## config.mk

```make
export PLATFORM = sky130hd
export DESIGN_NAME = custom_logic_unit
export DESIGN_NICKNAME = d
export VERILOG_FILES = /design/src/logic_unit_pkg.sv /design/src/custom_logic_unit.sv /design/src/table_filter.sv
export SDC_FILE = /design/constraint.sdc
export NUM_CORES = 1
export LEC_CHECK = 0
export BUFFER_PORTS_ARGS = -buffer_cell sky130_fd_sc_hd__clkbuf_2
export CORE_MARGIN = 5
export CORE_UTILIZATION = 61
export DETAILED_ROUTE_END_ITERATION = 7
export PLACE_DENSITY = 0.85
export SLEW_MARGIN = 20
export SYNTH_ARGS = -nofsm -noshare
export SYNTH_HDL_FRONTEND = slang
export SYNTH_SLANG_ARGS = --single-unit
```

## constraint.sdc

```tcl
create_clock -name clk -period 7.4 [get_ports clk]
set_input_delay 0.37 -clock clk [delete_from_list [all_inputs] [get_ports clk]]
set_output_delay 0.37 -clock clk [all_outputs]
set_load 0.02 [all_outputs]
```

## src/logic_unit_pkg.sv

```systemverilog
// Constants shared by the custom logic unit: register map, fields, encodings.
// Assumes a 32-bit classic Wishbone slave, one register per aligned word.
package logic_unit_pkg;

  // ------------------------------------------------------------
  // Geometry
  // ------------------------------------------------------------
  localparam int          NUM_TABLES     = 2;
  localparam int          ADDR_W         = 6;
  localparam int          DATA_W         = 32;
  localparam int          REG_W          = 8;
  localparam int          IDX_LSB        = 2;
  localparam logic [31:0] DATA_ZERO      = 32'h0000_0000;
  localparam logic [7:0]  BYTE_ZERO      = 8'h00;

  // ------------------------------------------------------------
  // Register indices (byte address = 4 * index)
  // ------------------------------------------------------------
  localparam logic [3:0]  IDX_GLOBAL_CONTROL = 4'h0;
  localparam logic [3:0]  IDX_SEQ_CONTROL    = 4'h1;
  localparam logic [3:0]  IDX_TABLE_BASE     = 4'h5;
  localparam logic [3:0]  IDX_TABLE_STRIDE   = 4'h4;
  localparam logic [3:0]  IDX_OFS_CTRL_A     = 4'h0;
  localparam logic [3:0]  IDX_OFS_CTRL_B     = 4'h1;
  localparam logic [3:0]  IDX_OFS_CTRL_C     = 4'h2;
  localparam logic [3:0]  IDX_OFS_TRUTH      = 4'h3;

  // ------------------------------------------------------------
  // Field positions
  // ------------------------------------------------------------
  localparam int          GC_ENABLE_BIT  = 0;
  localparam int          GC_STANDBY_BIT = 6;
  localparam int          TA_ENABLE_BIT  = 0;
  localparam int          TA_OUTEN_BIT   = 3;
  localparam int          TA_FILT_LSB    = 4;
  localparam int          TA_CLOCK_SOURCE_SELECT_BIT  = 6;
  localparam int          TA_EDGE_BIT    = 7;
  localparam int          TB_IN0_LSB     = 0;
  localparam int          TB_IN1_LSB     = 4;
  localparam int          TC_IN2_LSB     = 0;
  localparam int          SEQ_SEL_LSB    = 0;

  // ------------------------------------------------------------
  // Encodings
  // ------------------------------------------------------------
  localparam logic [3:0]  SEQ_DISABLE    = 4'h0;
  localparam logic [3:0]  SEQ_DFF        = 4'h1;
  localparam logic [3:0]  SEQ_JK         = 4'h2;
  localparam logic [3:0]  SEQ_GATED_LATCH_MODE     = 4'h3;
  localparam logic [3:0]  SEQ_RS         = 4'h4;

  localparam logic [1:0]  FILT_NONE      = 2'h0;
  localparam logic [1:0]  FILT_SYNC      = 2'h1;
  localparam logic [1:0]  FILT_FILTER    = 2'h2;

  localparam logic [3:0]  INSRC_MASK     = 4'h0;
  localparam logic [3:0]  INSRC_FEEDBACK = 4'h1;
  localparam logic [3:0]  INSRC_LINK     = 4'h2;
  localparam logic [3:0]  INSRC_EVENT_A  = 4'h3;
  localparam logic [3:0]  INSRC_EVENT_B  = 4'h4;
  localparam logic [3:0]  INSRC_IO       = 4'h5;
  localparam logic [3:0]  INSRC_PERIPH_A = 4'h6;
  localparam logic [3:0]  INSRC_PERIPH_B = 4'h7;

endpackage : logic_unit_pkg

```

## src/custom_logic_unit.sv

```systemverilog
// Custom logic unit: two three-input look-up tables, one sequential element,
// registers on a classic Wishbone slave.
// Assumes pins and event lines are asynchronous to clk; peripheral lines are
// already in clk's domain.
//
// Decided for this implementation: the address map and the Wishbone interface to the registers.
`timescale 1ns/1ps
module custom_logic_unit
  import logic_unit_pkg::*;
(
  // Clock and reset
  input  wire logic              clk,
  input  wire logic              arst_n,
  // Wishbone slave
  input  wire logic              wb_cyc_i,
  input  wire logic              wb_stb_i,
  input  wire logic              wb_we_i,
  input  wire logic [ADDR_W-1:0] wb_adr_i,
  input  wire logic [3:0]        wb_sel_i,
  input  wire logic [DATA_W-1:0] wb_dat_i,
  output logic      [DATA_W-1:0] wb_dat_o,
  output logic                   wb_ack_o,
  // Table input pins, three per table, table n at bits 3n+2..3n
  input  wire logic [5:0]        tableInPin,
  // Event lines from the event network
  input  wire logic              eventInputA,
  input  wire logic              eventInputB,
  // Peripheral lines, two per table, table n at bits 2n+1..2n
  input  wire logic [3:0]        periphIn,
  // Outputs
  output logic [1:0]             tableOutputEvent,
  output logic [1:0]             tableOutPin,
  output logic [1:0]             tableOutPinOe
);

  // ------------------------------------------------------------
  // Declarations
  // ------------------------------------------------------------
  logic [7:0]  asyncIn;
  logic [7:0]  sync1_reg;
  logic [7:0]  sync2_reg;
  logic [7:0]  sync3_reg;
  logic [7:0]  syncStable_reg;
  logic        ack_reg;
  logic [DATA_W-1:0] rdata_reg;
  logic        globalEnable_reg;
  logic        runStandby_reg;
  logic [3:0]  seqSelect_reg;
  logic [REG_W-1:0] global_control_reg [NUM_TABLES];
  logic [REG_W-1:0] ctrlB_reg [NUM_TABLES];
  logic [REG_W-1:0] ctrlC_reg [NUM_TABLES];
  logic [REG_W-1:0] truth_reg [NUM_TABLES];
  logic        directOut_reg [NUM_TABLES];
  logic        in2Prev_reg [NUM_TABLES];
  logic        seqOut_reg;
  logic [1:0]  outEvent_reg;
  logic [1:0]  outPin_reg;
  logic [1:0]  outPinOe_reg;
  logic        wbReq;
  logic        wbWrite;
  logic [3:0]  regIdx;
  logic [REG_W-1:0] wrByte;
  logic [REG_W-1:0] rdByte;
  logic        tableOn [NUM_TABLES];
  logic        tick [NUM_TABLES];
  logic        rawOut [NUM_TABLES];
  logic        stage [NUM_TABLES];
  logic        in2Raw [NUM_TABLES];
  logic [2:0]  lutIdx [NUM_TABLES];
  logic        finalOut [NUM_TABLES];

  // ------------------------------------------------------------
  // Helpers
  // ------------------------------------------------------------
  function automatic logic pick_input(
    input logic [3:0] sel,
    input logic       feedback,
    input logic       link,
    input logic       evA,
    input logic       evB,
    input logic       pin,
    input logic       pA,
    input logic       pB
  );
    logic v;
    v = 1'b0;
    case (sel)
      INSRC_FEEDBACK: v = feedback;
      INSRC_LINK:     v = link;
      INSRC_EVENT_A:  v = evA;
      INSRC_EVENT_B:  v = evB;
      INSRC_IO:       v = pin;
      INSRC_PERIPH_A: v = pA;
      INSRC_PERIPH_B: v = pB;
      default:        v = 1'b0;
    endcase
    return v;
  endfunction : pick_input

  function automatic logic [3:0] table_index(input int n, input logic [3:0] ofs);
    return 4'(IDX_TABLE_BASE + 4'(n) * IDX_TABLE_STRIDE + ofs);
  endfunction : table_index

  // ------------------------------------------------------------
  // Input synchronisers
  // ------------------------------------------------------------
  assign asyncIn = {eventInputB, eventInputA, tableInPin};

  always_ff @(posedge clk or negedge arst_n)
  begin
    if (!arst_n)
    begin
      sync1_reg      <= BYTE_ZERO;
      sync2_reg      <= BYTE_ZERO;
      sync3_reg      <= BYTE_ZERO;
      syncStable_reg <= BYTE_ZERO;
    end
    else
    begin
      sync1_reg      <= asyncIn;
      sync2_reg      <= sync1_reg;
      sync3_reg      <= sync2_reg;
      // Accept a change only once stages two and three agree
      syncStable_reg <= (~(sync2_reg ^ sync3_reg) & sync3_reg)
                      | ((sync2_reg ^ sync3_reg) & syncStable_reg);
    end
  end

  // ------------------------------------------------------------
  // Wishbone decode
  // ------------------------------------------------------------
  assign wbReq   = wb_cyc_i & wb_stb_i & ~ack_reg;
  assign wbWrite = wbReq & wb_we_i & wb_sel_i[0];
  assign regIdx  = wb_adr_i[ADDR_W-1:IDX_LSB];
  assign wrByte  = wb_dat_i[REG_W-1:0];

  always_comb
  begin
    rdByte = BYTE_ZERO;
    if (regIdx == IDX_GLOBAL_CONTROL)
    begin
      rdByte[GC_ENABLE_BIT]  = globalEnable_reg;
      rdByte[GC_STANDBY_BIT] = runStandby_reg;
    end
    else if (regIdx == IDX_SEQ_CONTROL)
    begin
      rdByte[SEQ_SEL_LSB +: 4] = seqSelect_reg;
    end
    for (int n = 0; n < NUM_TABLES; n++)
    begin
      if (regIdx == table_index(n, IDX_OFS_CTRL_A)) rdByte = global_control_reg[n];
      if (regIdx == table_index(n, IDX_OFS_CTRL_B)) rdByte = ctrlB_reg[n];
      if (regIdx == table_index(n, IDX_OFS_CTRL_C)) rdByte = ctrlC_reg[n];
      if (regIdx == table_index(n, IDX_OFS_TRUTH))  rdByte = truth_reg[n];
    end
  end

  // One wait state; unmapped reads give zero, unmapped writes vanish
  always_ff @(posedge clk or negedge arst_n)
  begin
    if (!arst_n)
    begin
      ack_reg   <= 1'b0;
      rdata_reg <= DATA_ZERO;
    end
    else
    begin
      ack_reg   <= wbReq;
      rdata_reg <= {{(DATA_W-REG_W){1'b0}}, rdByte};
    end
  end

  // ------------------------------------------------------------
  // Register writes
  // ------------------------------------------------------------
  // global enable
  always_ff @(posedge clk or negedge arst_n)
  begin
    if (!arst_n)
    begin
      globalEnable_reg <= 1'b0;
      runStandby_reg   <= 1'b0;
    end
    else if (wbWrite && regIdx == IDX_GLOBAL_CONTROL)
    begin
      globalEnable_reg <= wrByte[GC_ENABLE_BIT];
      runStandby_reg   <= wrByte[GC_STANDBY_BIT];
    end
  end

  always_ff @(posedge clk or negedge arst_n)
  begin
    if (!arst_n)
    begin
      seqSelect_reg <= SEQ_DISABLE;
    end
    else if (wbWrite && regIdx == IDX_SEQ_CONTROL && !global_control_reg[0][TA_ENABLE_BIT])
    begin
      seqSelect_reg <= wrByte[SEQ_SEL_LSB +: 4];
    end
  end

  always_ff @(posedge clk or negedge arst_n)
  begin
    if (!arst_n)
    begin
      for (int n = 0; n < NUM_TABLES; n++)
      begin
        global_control_reg[n] <= BYTE_ZERO;
        ctrlB_reg[n] <= BYTE_ZERO;
        ctrlC_reg[n] <= BYTE_ZERO;
        truth_reg[n] <= BYTE_ZERO;
      end
    end
    else if (wbWrite)
    begin
      for (int n = 0; n < NUM_TABLES; n++)
      begin
        if (regIdx == table_index(n, IDX_OFS_CTRL_A))
        begin
          // Fields land only from the disabled state, with or without enabling
          if (!global_control_reg[n][TA_ENABLE_BIT])
          begin
            global_control_reg[n] <= wrByte;
          end
          else
          begin
            global_control_reg[n][TA_ENABLE_BIT] <= wrByte[TA_ENABLE_BIT];
          end
        end
        if (regIdx == table_index(n, IDX_OFS_CTRL_B) && !global_control_reg[n][TA_ENABLE_BIT])
        begin
          ctrlB_reg[n] <= wrByte;
        end
        if (regIdx == table_index(n, IDX_OFS_CTRL_C) && !global_control_reg[n][TA_ENABLE_BIT])
        begin
          ctrlC_reg[n] <= wrByte;
        end
        if (regIdx == table_index(n, IDX_OFS_TRUTH))
        begin
          truth_reg[n] <= wrByte;
        end
      end
    end
  end

  // ------------------------------------------------------------
  // Look-up tables
  // ------------------------------------------------------------
  for (genvar n = 0; n < NUM_TABLES; n++)
  begin : g_table
    logic linkSrc;
    logic in0;
    logic in1;
    logic in2Eff;

    assign linkSrc = directOut_reg[(n + 1) % NUM_TABLES];

    assign tableOn[n] = globalEnable_reg & global_control_reg[n][TA_ENABLE_BIT];

    assign in0 = pick_input(ctrlB_reg[n][TB_IN0_LSB +: 4], seqOut_reg, linkSrc,
                            syncStable_reg[6], syncStable_reg[7], syncStable_reg[3*n],
                            periphIn[2*n], periphIn[2*n+1]);
    assign in1 = pick_input(ctrlB_reg[n][TB_IN1_LSB +: 4], seqOut_reg, linkSrc,
                            syncStable_reg[6], syncStable_reg[7], syncStable_reg[3*n+1],
                            periphIn[2*n], periphIn[2*n+1]);
    assign in2Raw[n] = pick_input(ctrlC_reg[n][TC_IN2_LSB +: 4], seqOut_reg, linkSrc,
                                  syncStable_reg[6], syncStable_reg[7],
                                  syncStable_reg[3*n+2], periphIn[2*n], periphIn[2*n+1]);

    assign in2Eff = global_control_reg[n][TA_CLOCK_SOURCE_SELECT_BIT] ? 1'b0 : in2Raw[n];

    assign lutIdx[n] = {in2Eff, in1, in0};
    assign rawOut[n] = tableOn[n] & truth_reg[n][lutIdx[n]];

    assign tick[n] = global_control_reg[n][TA_CLOCK_SOURCE_SELECT_BIT] ? (in2Raw[n] & ~in2Prev_reg[n]) : 1'b1;

    table_filter u_filter (
      .clk          (clk),
      .arst_n       (arst_n),
      .enable       (tableOn[n]),
      .tick         (tick[n]),
      .filterSelect (global_control_reg[n][TA_FILT_LSB +: 2]),
      .edgeEnable   (global_control_reg[n][TA_EDGE_BIT]),
      .lutValue     (rawOut[n]),
      .stageOut     (stage[n])
    );
  end : g_table

  // Link taps a registered copy so two linked tables cannot form a loop
  always_ff @(posedge clk or negedge arst_n)
  begin
    if (!arst_n)
    begin
      for (int n = 0; n < NUM_TABLES; n++)
      begin
        directOut_reg[n] <= 1'b0;
        in2Prev_reg[n]   <= 1'b0;
      end
    end
    else
    begin
      for (int n = 0; n < NUM_TABLES; n++)
      begin
        directOut_reg[n] <= rawOut[n];
        in2Prev_reg[n]   <= in2Raw[n];
      end
    end
  end

  // ------------------------------------------------------------
  // Sequential element
  // ------------------------------------------------------------
  // mode per select
  always_ff @(posedge clk or negedge arst_n)
  begin
    if (!arst_n)
    begin
      seqOut_reg <= 1'b0;
    end
    else if (!tableOn[0])
    begin
      seqOut_reg <= 1'b0;
    end
    else
    begin
      case (seqSelect_reg)
        SEQ_DFF:
        begin
          if (tick[0] && stage[1])
          begin
            seqOut_reg <= stage[0];
          end
        end
        SEQ_JK:
        begin
          if (tick[0])
          begin
            case ({stage[0], stage[1]})
              2'b01:   seqOut_reg <= 1'b0;
              2'b10:   seqOut_reg <= 1'b1;
              2'b11:   seqOut_reg <= ~seqOut_reg;
              default: seqOut_reg <= seqOut_reg;
            endcase
          end
        end
        SEQ_GATED_LATCH_MODE:
        begin
          if (stage[1])
          begin
            seqOut_reg <= stage[0];
          end
        end
        SEQ_RS:
        begin
          if (stage[0] && !stage[1])
          begin
            seqOut_reg <= 1'b1;
          end
          else if (!stage[0] && stage[1])
          begin
            seqOut_reg <= 1'b0;
          end
        end
        default: seqOut_reg <= 1'b0;
      endcase
    end
  end

  // ------------------------------------------------------------
  // Outputs
  // ------------------------------------------------------------
  // Even table carries the sequencer once a mode is chosen
  assign finalOut[0] = (seqSelect_reg == SEQ_DISABLE) ? stage[0] : seqOut_reg;
  assign finalOut[1] = stage[1];

  always_ff @(posedge clk or negedge arst_n)
  begin
    if (!arst_n)
    begin
      outEvent_reg <= 2'b00;
      outPin_reg   <= 2'b00;
      outPinOe_reg <= 2'b00;
    end
    else
    begin
      for (int n = 0; n < NUM_TABLES; n++)
      begin
        outEvent_reg[n] <= tableOn[n] & finalOut[n];
        outPin_reg[n]   <= tableOn[n] & finalOut[n] & global_control_reg[n][TA_OUTEN_BIT];
        outPinOe_reg[n] <= tableOn[n] & global_control_reg[n][TA_OUTEN_BIT];
      end
    end
  end

  assign wb_ack_o         = ack_reg;
  assign wb_dat_o         = rdata_reg;
  assign tableOutputEvent = outEvent_reg;
  assign tableOutPin      = outPin_reg;
  assign tableOutPinOe    = outPinOe_reg;

endmodule : custom_logic_unit

```

## src/table_filter.sv

```systemverilog
// Output conditioning of one look-up table: synchroniser, filter, edge detector.
// Assumes tick marks the edges of the table's selected clock, in clk's domain.
`timescale 1ns/1ps
module table_filter
  import logic_unit_pkg::*;
(
  // Clock and reset
  input  wire logic       clk,
  input  wire logic       arst_n,
  // Control
  input  wire logic       enable,
  input  wire logic       tick,
  input  wire logic [1:0] filterSelect,
  input  wire logic       edgeEnable,
  // Data
  input  wire logic       lutValue,
  output logic            stageOut
);

  logic sample1_reg;
  logic sample2_reg;
  logic sample3_reg;
  logic filt_reg;
  logic edgePrev_reg;
  logic filtered;

  // ------------------------------------------------------------
  // Sample chain
  // ------------------------------------------------------------
  // cleared when disabled
  always_ff @(posedge clk or negedge arst_n)
  begin
    if (!arst_n)
    begin
      sample1_reg <= 1'b0;
      sample2_reg <= 1'b0;
      sample3_reg <= 1'b0;
      filt_reg    <= 1'b0;
    end
    else if (!enable)
    begin
      sample1_reg <= 1'b0;
      sample2_reg <= 1'b0;
      sample3_reg <= 1'b0;
      filt_reg    <= 1'b0;
    end
    else if (tick)
    begin
      sample1_reg <= lutValue;
      sample2_reg <= sample1_reg;
      sample3_reg <= sample2_reg;
      // Spike shorter than two ticks never reaches the output
      if (sample2_reg == sample3_reg)
      begin
        filt_reg <= sample3_reg;
      end
    end
  end

  always_comb
  begin
    case (filterSelect)
      FILT_NONE:   filtered = lutValue;
      FILT_SYNC:   filtered = sample2_reg;
      FILT_FILTER: filtered = filt_reg;
      default:     filtered = lutValue;
    endcase
  end

  // ------------------------------------------------------------
  // Edge detector
  // ------------------------------------------------------------
  // edge state cleared
  always_ff @(posedge clk or negedge arst_n)
  begin
    if (!arst_n)
    begin
      edgePrev_reg <= 1'b0;
    end
    else if (!enable)
    begin
      edgePrev_reg <= 1'b0;
    end
    else if (tick)
    begin
      edgePrev_reg <= filtered;
    end
  end

  assign stageOut = edgeEnable ? (filtered & ~edgePrev_reg) : filtered;

endmodule : table_filter
```

==> flow_metrics.py, run 1 <==
metrics = {
    "run_status": {
        "status": "finished clean",
    },
    "place": {
        "placement.setup.worst_slack_ns": 3.49,
        "routability_driven_placement_congestion_ratio": 0.975,
        "port_buffers": 44,
        "post-dp-hpwl_um": 9980,
    },
    "layout": {
        "mostFrequentLayoutCells": "132 x dfrtp_1, 69 x mux2_2, 43 x clkbuf_2",
        "finalNetCount": 632,
        "layout.cells.most_common": "dfrtp_1",
        "fillCellCount": 691,
        "postLayoutCoreUtil": 0.723,
        "syn2layout_area_growth_pct": 14.6,
        "fraction_of_layout_cells_with_a_size_suffix_above_1": 0.306,
        "diodes": 0,
    },
    "sta": {
        "grt_setup_unrepaired": "false",
        "fin_tns_setup_ns": 0,
        "finalMaxSlewViolations": 0,
        "worst_clock_skew_ns": 0.00729,
        "min_period_over_period": 0.539,
        "finalSetupViolCount": 0,
        "achievable-frequency_mhz": 251,
        "period_minus_ws_final_ns": 3.99,
        "worst_hold_slack_ns": 0.0424,
        "max_slew.worst_pin.slew_ns": 1.03,
        "worst_slack_ns": 3.41,
        "timing.max_slew.rel_slack": 0.301,
        "hold_violations": 0,
    },
    "setup_path": {
        "timing.critical_path.slowest_stage_cell": "or4b_2",
        "critical_path_required_ns": 7.81,
        "endpoint_kind": "flip-flop",
        "cpPeakStageDelay_ns": 0.63,
        "path_cells": "mux2_2, a221oi_1, or3_1, mux4_2, mux2i_4, nor2_1, o21ai_2, inv_1, ha_1, or4b_2, o211a_1, mux2i_1",
        "setup.worst_path.class": "flip-flop to flip-flop",
        "start_kind": "flip-flop",
        "timing.critical_path.arrival_ns": 4.40,
        "timing.critical_path.fanout_max": 5,
    },
    "die": {
        "die_area_um2": 12300,
        "rows": 36,
        "die-width_um": 111,
        "floorplan.initialDensity": 0.631,
        "io_pins": 98,
        "coreArea_um2": 9820,
        "floorplan.die.height_um": 111,
    },
    "clock_tree": {
        "post_cts_resized": 0,
        "post-cts-setup-buffer-count": 0,
        "cts-buffers-inserted": 17,
        "clk_path_buf_depth": 2,
        "cts_tree": "yes",
        "insertion_delay_ns": 0.53,
        "clock_sinks": 132,
        "cts.reportedPaths.clkPinSlew_ns": 0.06,
        "cts_h_tree_depth": 4,
        "cts_hold_buffers": 9,
        "clk_root_buffer_cell": "clkbuf_8",
    },
    "yosys": {
        "yosys_warnings": 0,
        "yosys_most_used_dff": "dfrtp_1",
        "yosys_register_bits": 132,
        "synth_edf_count": 0,
        "synth_cell_types": 71,
        "synth_area_per_cell_um2": 12.1,
        "synth.cell_area_um2": 6190,
        "synth_sequential_area_ratio": 0.533,
        "synthCells": 511,
        "synth_async_sr_flop_share": 1.00,
    },
    "global_routing": {
        "vias_in_the_first_global_route": 4554,
        "grt_max_degree": 77,
        "antenna_found_initial": 0,
        "grt_first_pass_wirelength_um": 23900,
        "grtUsageTotal": 0.250,
        "global_route.overflow_total": 0,
    },
    "detailed_routing": {
        "route.vias.total": 4374,
        "antenna_left": 0,
        "post_drt_wl_per_cell_um": 20.2,
        "wl_um": 14400,
        "drc_markers": 0,
        "drt_pass1_iterations": 5,
        "drt_iter0_drc": 486,
        "post_drt_via_cell_ratio": 6.14,
    },
    "run": {
        "max_cap_viol_count": 0,
    },
    "hold_path": {
        "hold_class": "input port to flip-flop",
    },
    "power": {
        "pwr_density_cell_nw_per_um2": 252,
        "power.leakage_nw": 3.31,
        "irDropWorstVdd_uv": 280,
    },
}
-- cell families after synthesis --
logic type | after synthesis | share of synthesized area
buffers and inverters | 62 | 0.0558
adders and majority gates | 15 | 0.0271
other | 1 | 0.000605
DFF | 132 | 0.533
muxes | 93 | 0.181
and+or+nand+nor | 115 | 0.0992
AOI/OAI and AO/OA | 93 | 0.103
-- cell type report --
class | count | area [um2] | share of cell area
Clock inverter | 13 | 125 | 0.0176
Sequential cell | 132 | 3300 | 0.466
Inverter | 18 | 67.6 | 0.00952
Tap cell | 133 | 166 | 0.0235
Clock buffer | 19 | 432 | 0.0608
Multi-Input combinational cell | 340 | 2660 | 0.374
Timing Repair Buffer | 57 | 347 | 0.0488
-- final timing paths --
path	from	end	slack, ns	cells after the start
worst max-delay path	ctrlB_reg[4]	seqOut_reg	3.41	12
worst min-delay path	wb_stb_i	wb_ack_o	0.04	3
worst max register to register	ctrlB_reg[4]	seqOut_reg	3.41	12
worst min register to register	sync1_reg[0]	sync2_reg[0]	0.35	0
max in group asynchronous	arst_n	ctrlB_reg[2]	5.79	3
min in group asynchronous	arst_n	seqSelect_reg[1]	0.43	2
-- routing by layer --
metal	vias to the layer above	part of all wire	track usage	wire length, um
met4	0	0.035	0.120	503
met3	41	0.073	0.0628	1060
met5	-	0	0	0
met1	2212	0.40	0.319	5810
li1	1929	-	-	-
met2	192	0.49	0.400	7010
-- metrics by stage --
stage / instance area, um2 / total power [mW] / cells
3_3_place_gp: 6420 / 0.994 / 671
2_1_floorplan: 6280 / 0.946 / 534
3_5_place_dp: 6430 / 1.01 / 671
4_1_cts: 7080 / 1.79 / 712
5_1_grt: 7100 / 1.85 / 712
6_report: 7100 / 1.79 / 712
-- synthesized netlist by cell type, types with 2 or more instances --
cell type / number / area (um2)
a211o_1: 2 / 17.5
a211oi_1: 5 / 37.5
a21o_1: 2 / 15.0
a21oi_1: 22 / 110
a221oi_1: 4 / 35.0
a222oi_1: 5 / 50.1
a22oi_1: 7 / 52.6
a31oi_1: 3 / 18.8
and3_1: 3 / 18.8
buf_1: 5 / 18.8
buf_2: 3 / 15.0
buf_4: 24 / 180
clkbuf_1: 9 / 33.8
dfrtp_1: 132 / 3300
ha_1: 7 / 87.6
inv_1: 18 / 67.6
maj3_1: 8 / 80.1
mux2_2: 69 / 777
mux2i_1: 15 / 150
mux4_2: 6 / 135
nand2_1: 37 / 139
nand3_1: 7 / 35.0
nand3b_1: 2 / 15.0
nand4_1: 2 / 12.5
nor2_1: 23 / 86.3
nor2b_1: 7 / 43.8
nor3_1: 6 / 30.0
nor3b_1: 7 / 52.6
nor4_1: 2 / 12.5
o211ai_1: 3 / 22.5
o21ai_0: 23 / 115
o22ai_1: 2 / 12.5
or2_2: 3 / 18.8
-- worst max-delay path: cells and delay by family, from the launching register on --
| kind | cells | cell delay (ns) |
|---|---|---|
| DFF | 1 | 0.43 |
| adders and majority gates | 1 | 0.22 |
| buffers and inverters | 1 | 0.11 |
| muxes | 4 | 1.33 |
| and+or+nand+nor | 3 | 1.00 |
| AOI/OAI and AO/OA | 3 | 0.77 |
-- power by group --
part | leakage, nW | switching (mW) | total [mW] | internal, mW
Clock | 0.275 | 0.324 | 0.784 | 0.459
Sequential | 1.71 | 0.0424 | 0.810 | 0.767
Combinational | 1.33 | 0.112 | 0.193 | 0.0806
Note: power is estimated with default switching activity, not from simulation.
==> run 2, diff against run 1 <==
--- a/config.mk
+++ b/config.mk
@@ -7,9 +7,9 @@
 export LEC_CHECK = 0
 export BUFFER_PORTS_ARGS = -buffer_cell sky130_fd_sc_hd__clkbuf_2
 export CORE_MARGIN = 5
-export CORE_UTILIZATION = 61
+export CORE_UTILIZATION = 51
 export DETAILED_ROUTE_END_ITERATION = 7
-export PLACE_DENSITY = 0.85
+export PLACE_DENSITY = 0.76
 export SLEW_MARGIN = 20
 export SYNTH_ARGS = -nofsm -noshare
 export SYNTH_HDL_FRONTEND = slang
==> constraint.sdc (replaced) <==
create_clock -name clk -period 3.6 [get_ports clk]
set_input_delay 0.18 -clock clk [delete_from_list [all_inputs] [get_ports clk]]
set_output_delay 0.18 -clock clk [all_outputs]
set_load 0.02 [all_outputs]
==> run 2 against run 1 <==
Utilization shrank 11 points. Design area up 3.7%. Die area rose by 18%. Hold slack gained 0.11 ns. First-iteration DRC count decreased by 28%. Global-route usage down 3.0 points. Non-clock buffer count grew 19. Cell count rose by 4.5%. Count of clock-buffer cells in the layout is the same. Sequential power up 100%. Clock skew increased by 0.0013 ns. Critical path type unchanged.
==> flow_metrics.py, run 2 (same netlist as run 1, synthesis figures left out) <==
metrics = {
    "detailed_routing": {
        "drc_markers": 0,
        "drt_pass1_iterations": 5,
        "route.vias.total": 4352,
        "wl_um": 15000,
        "drt_iter0_drc": 349,
        "post_drt_wl_per_cell_um": 20.2,
        "antenna_left": 0,
        "post_drt_via_cell_ratio": 5.85,
    },
    "clock_tree": {
        "cts.reportedPaths.clkPinSlew_ns": 0.06,
        "cts-buffers-inserted": 17,
        "cts_h_tree_depth": 4,
        "clock_sinks": 132,
        "clk_path_buf_depth": 2,
        "insertion_delay_ns": 0.42,
        "clk_root_buffer_cell": "clkbuf_16",
        "cts_tree": "yes",
    },
    "sta": {
        "grt_setup_unrepaired": "false",
        "finalSetupViolCount": 0,
        "worst_clock_skew_ns": 0.00862,
        "min_period_over_period": 0.969,
        "period_minus_ws_final_ns": 3.49,
        "hold_violations": 0,
        "timing.max_slew.rel_slack": 0.308,
        "achievable-frequency_mhz": 287,
        "fin_tns_setup_ns": 0,
        "max_slew.worst_pin.slew_ns": 1.03,
        "finalMaxSlewViolations": 0,
    },
    "hold_path": {
        "hold_class": "input port to flip-flop",
        "min_to": "ctrlB_reg[15]",
        "hold_depth": 3,
        "worstHoldStart": "wb_dat_i[7]",
    },
    "layout": {
        "mostFrequentLayoutCells": "129 x dfrtp_1, 69 x mux2_2, 43 x clkbuf_2",
        "layout.cells.most_common": "dfrtp_1",
        "count_of_non_filler_cells_in_the_finished_layout": 744,
        "syn2layout_area_growth_pct": 18.8,
        "diodes": 0,
        "fraction_of_layout_cells_with_a_size_suffix_above_1": 0.335,
        "finalNetCount": 651,
        "postLayoutCoreUtil": 0.615,
    },
    "setup_path": {
        "timing.critical_path.arrival_ns": 3.78,
        "r2r-end": "seqOut_reg",
        "endpoint_kind": "flip-flop",
        "critical_path_required_ns": 3.89,
        "timing.critical_path.fanout_max": 7,
        "r2r_slack_ns": 0.11,
        "timing.rr.start": "seqOut_reg",
        "setup.worst_path.class": "flip-flop to flip-flop",
        "ff2ff_path_depth": 14,
        "start_kind": "flip-flop",
    },
    "global_routing": {
        "antenna_found_initial": 0,
        "grt_max_degree": 73,
        "grtUsageTotal": 0.220,
        "global_route.overflow_total": 0,
        "grt_first_pass_wirelength_um": 24000,
        "vias_in_the_first_global_route": 4488,
    },
    "power": {
        "power.leakage_nw": 3.44,
        "pwr_density_cell_nw_per_um2": 533,
        "irDropWorstVdd_uv": 371,
        "post-layout-total-power_mw": 3.92,
    },
    "place": {
        "port_buffers": 44,
        "numPlacedInstances": 698,
        "routability_driven_placement_congestion_ratio": 1.01,
        "post-dp-hpwl_um": 10500,
    },
    "die": {
        "io_pins": 98,
        "rows": 40,
        "die_area_um2": 14400,
        "die-width_um": 120,
        "floorplan.die.height_um": 120,
        "coreArea_um2": 12000,
        "floorplan.initialDensity": 0.518,
    },
    "run_status": {
        "status": "finished clean",
    },
    "run": {
        "max_cap_viol_count": 0,
    },
}
## run 2: cell type report
| cell class | count | area, um2 |
|---|---|---|
| clock buffers | 19 | 453 |
| clock inverters | 12 | 180 |
| fillers | 963 | 4610 |
| inverters | 18 | 67.6 |
| multi-input cells | 340 | 2670 |
| flip-flops and latches | 132 | 3310 |
| well taps | 147 | 184 |
| repair buffers | 76 | 498 |
## run 2: power by group
part	total [mW]	internal (mW)	switching [mW]	leakage, nW
sequential	1.66	1.58	0.0838	1.71
clock	1.83	1.19	0.635	0.305
combinational	0.430	0.188	0.242	1.43
## run 2: how the worst max path moves through the flow
stage | from | endpoint | slack (ns) | depth (start not counted)
finish | seqOut_reg | seqOut_reg | 0.11 | 14
detailed placement | ctrlB_reg[4] | seqOut_reg | 0.06 | 12
floorplan | ctrlB_reg[5] | seqOut_reg | 0.15 | 13
global placement | ctrlB_reg[4] | seqOut_reg | 0.13 | 12
CTS | ctrlB_reg[5] | seqOut_reg | 0.07 | 12
global route | flip-flop | seqOut_reg | 0.007 | 15
## run 2: what timing repair did
| action | in CTS | in global routing |
|---|---|---|
| endpoints found under the hold margin | 79 | 0 |
| gates resized for setup | 0 | 11 |
| endpoints found under the setup margin | 0 | 1 |
| buffers inserted | 0 | 4 |
| hold buffers | 11 | 0 |
## run 2: critical path: stages (launching register included)
cell and delay, ns:
dfrtp_1 0.51, mux2_2 0.33, a221o_1 0.40, and3_4 0.22, mux2_1 0.33, o221ai_2 0.20, a21oi_2 0.09, o21a_4 0.26
ha_4 0.25, nor3b_2 0.16, a21oi_1 0.07, o21ai_1 0.17, nand2_1 0.10, o211a_1 0.16, mux2i_1 0.12
## run 2: routing by layer
layer	track usage	part of all wire	vias up
met5	0	0	-
met4	0.0816	0.022	0
met3	0.0566	0.075	22
met2	0.354	0.49	175
met1	0.288	0.42	2202
li1	-	-	1953
## run 2: metrics by stage
stage | setup slack [ns] | instance area [um2] | hold WS, ns
after detailed placement | 0.0585 | 6540 | 0.226
final | 0.110 | 7360 | 0.149
after global routing | 0.00736 | 7360 | 0.152
after CTS | 0.0681 | 7280 | 0.124
after floorplan | 0.146 | 6280 | -0.116
after global placement | 0.133 | 6540 | 0.213
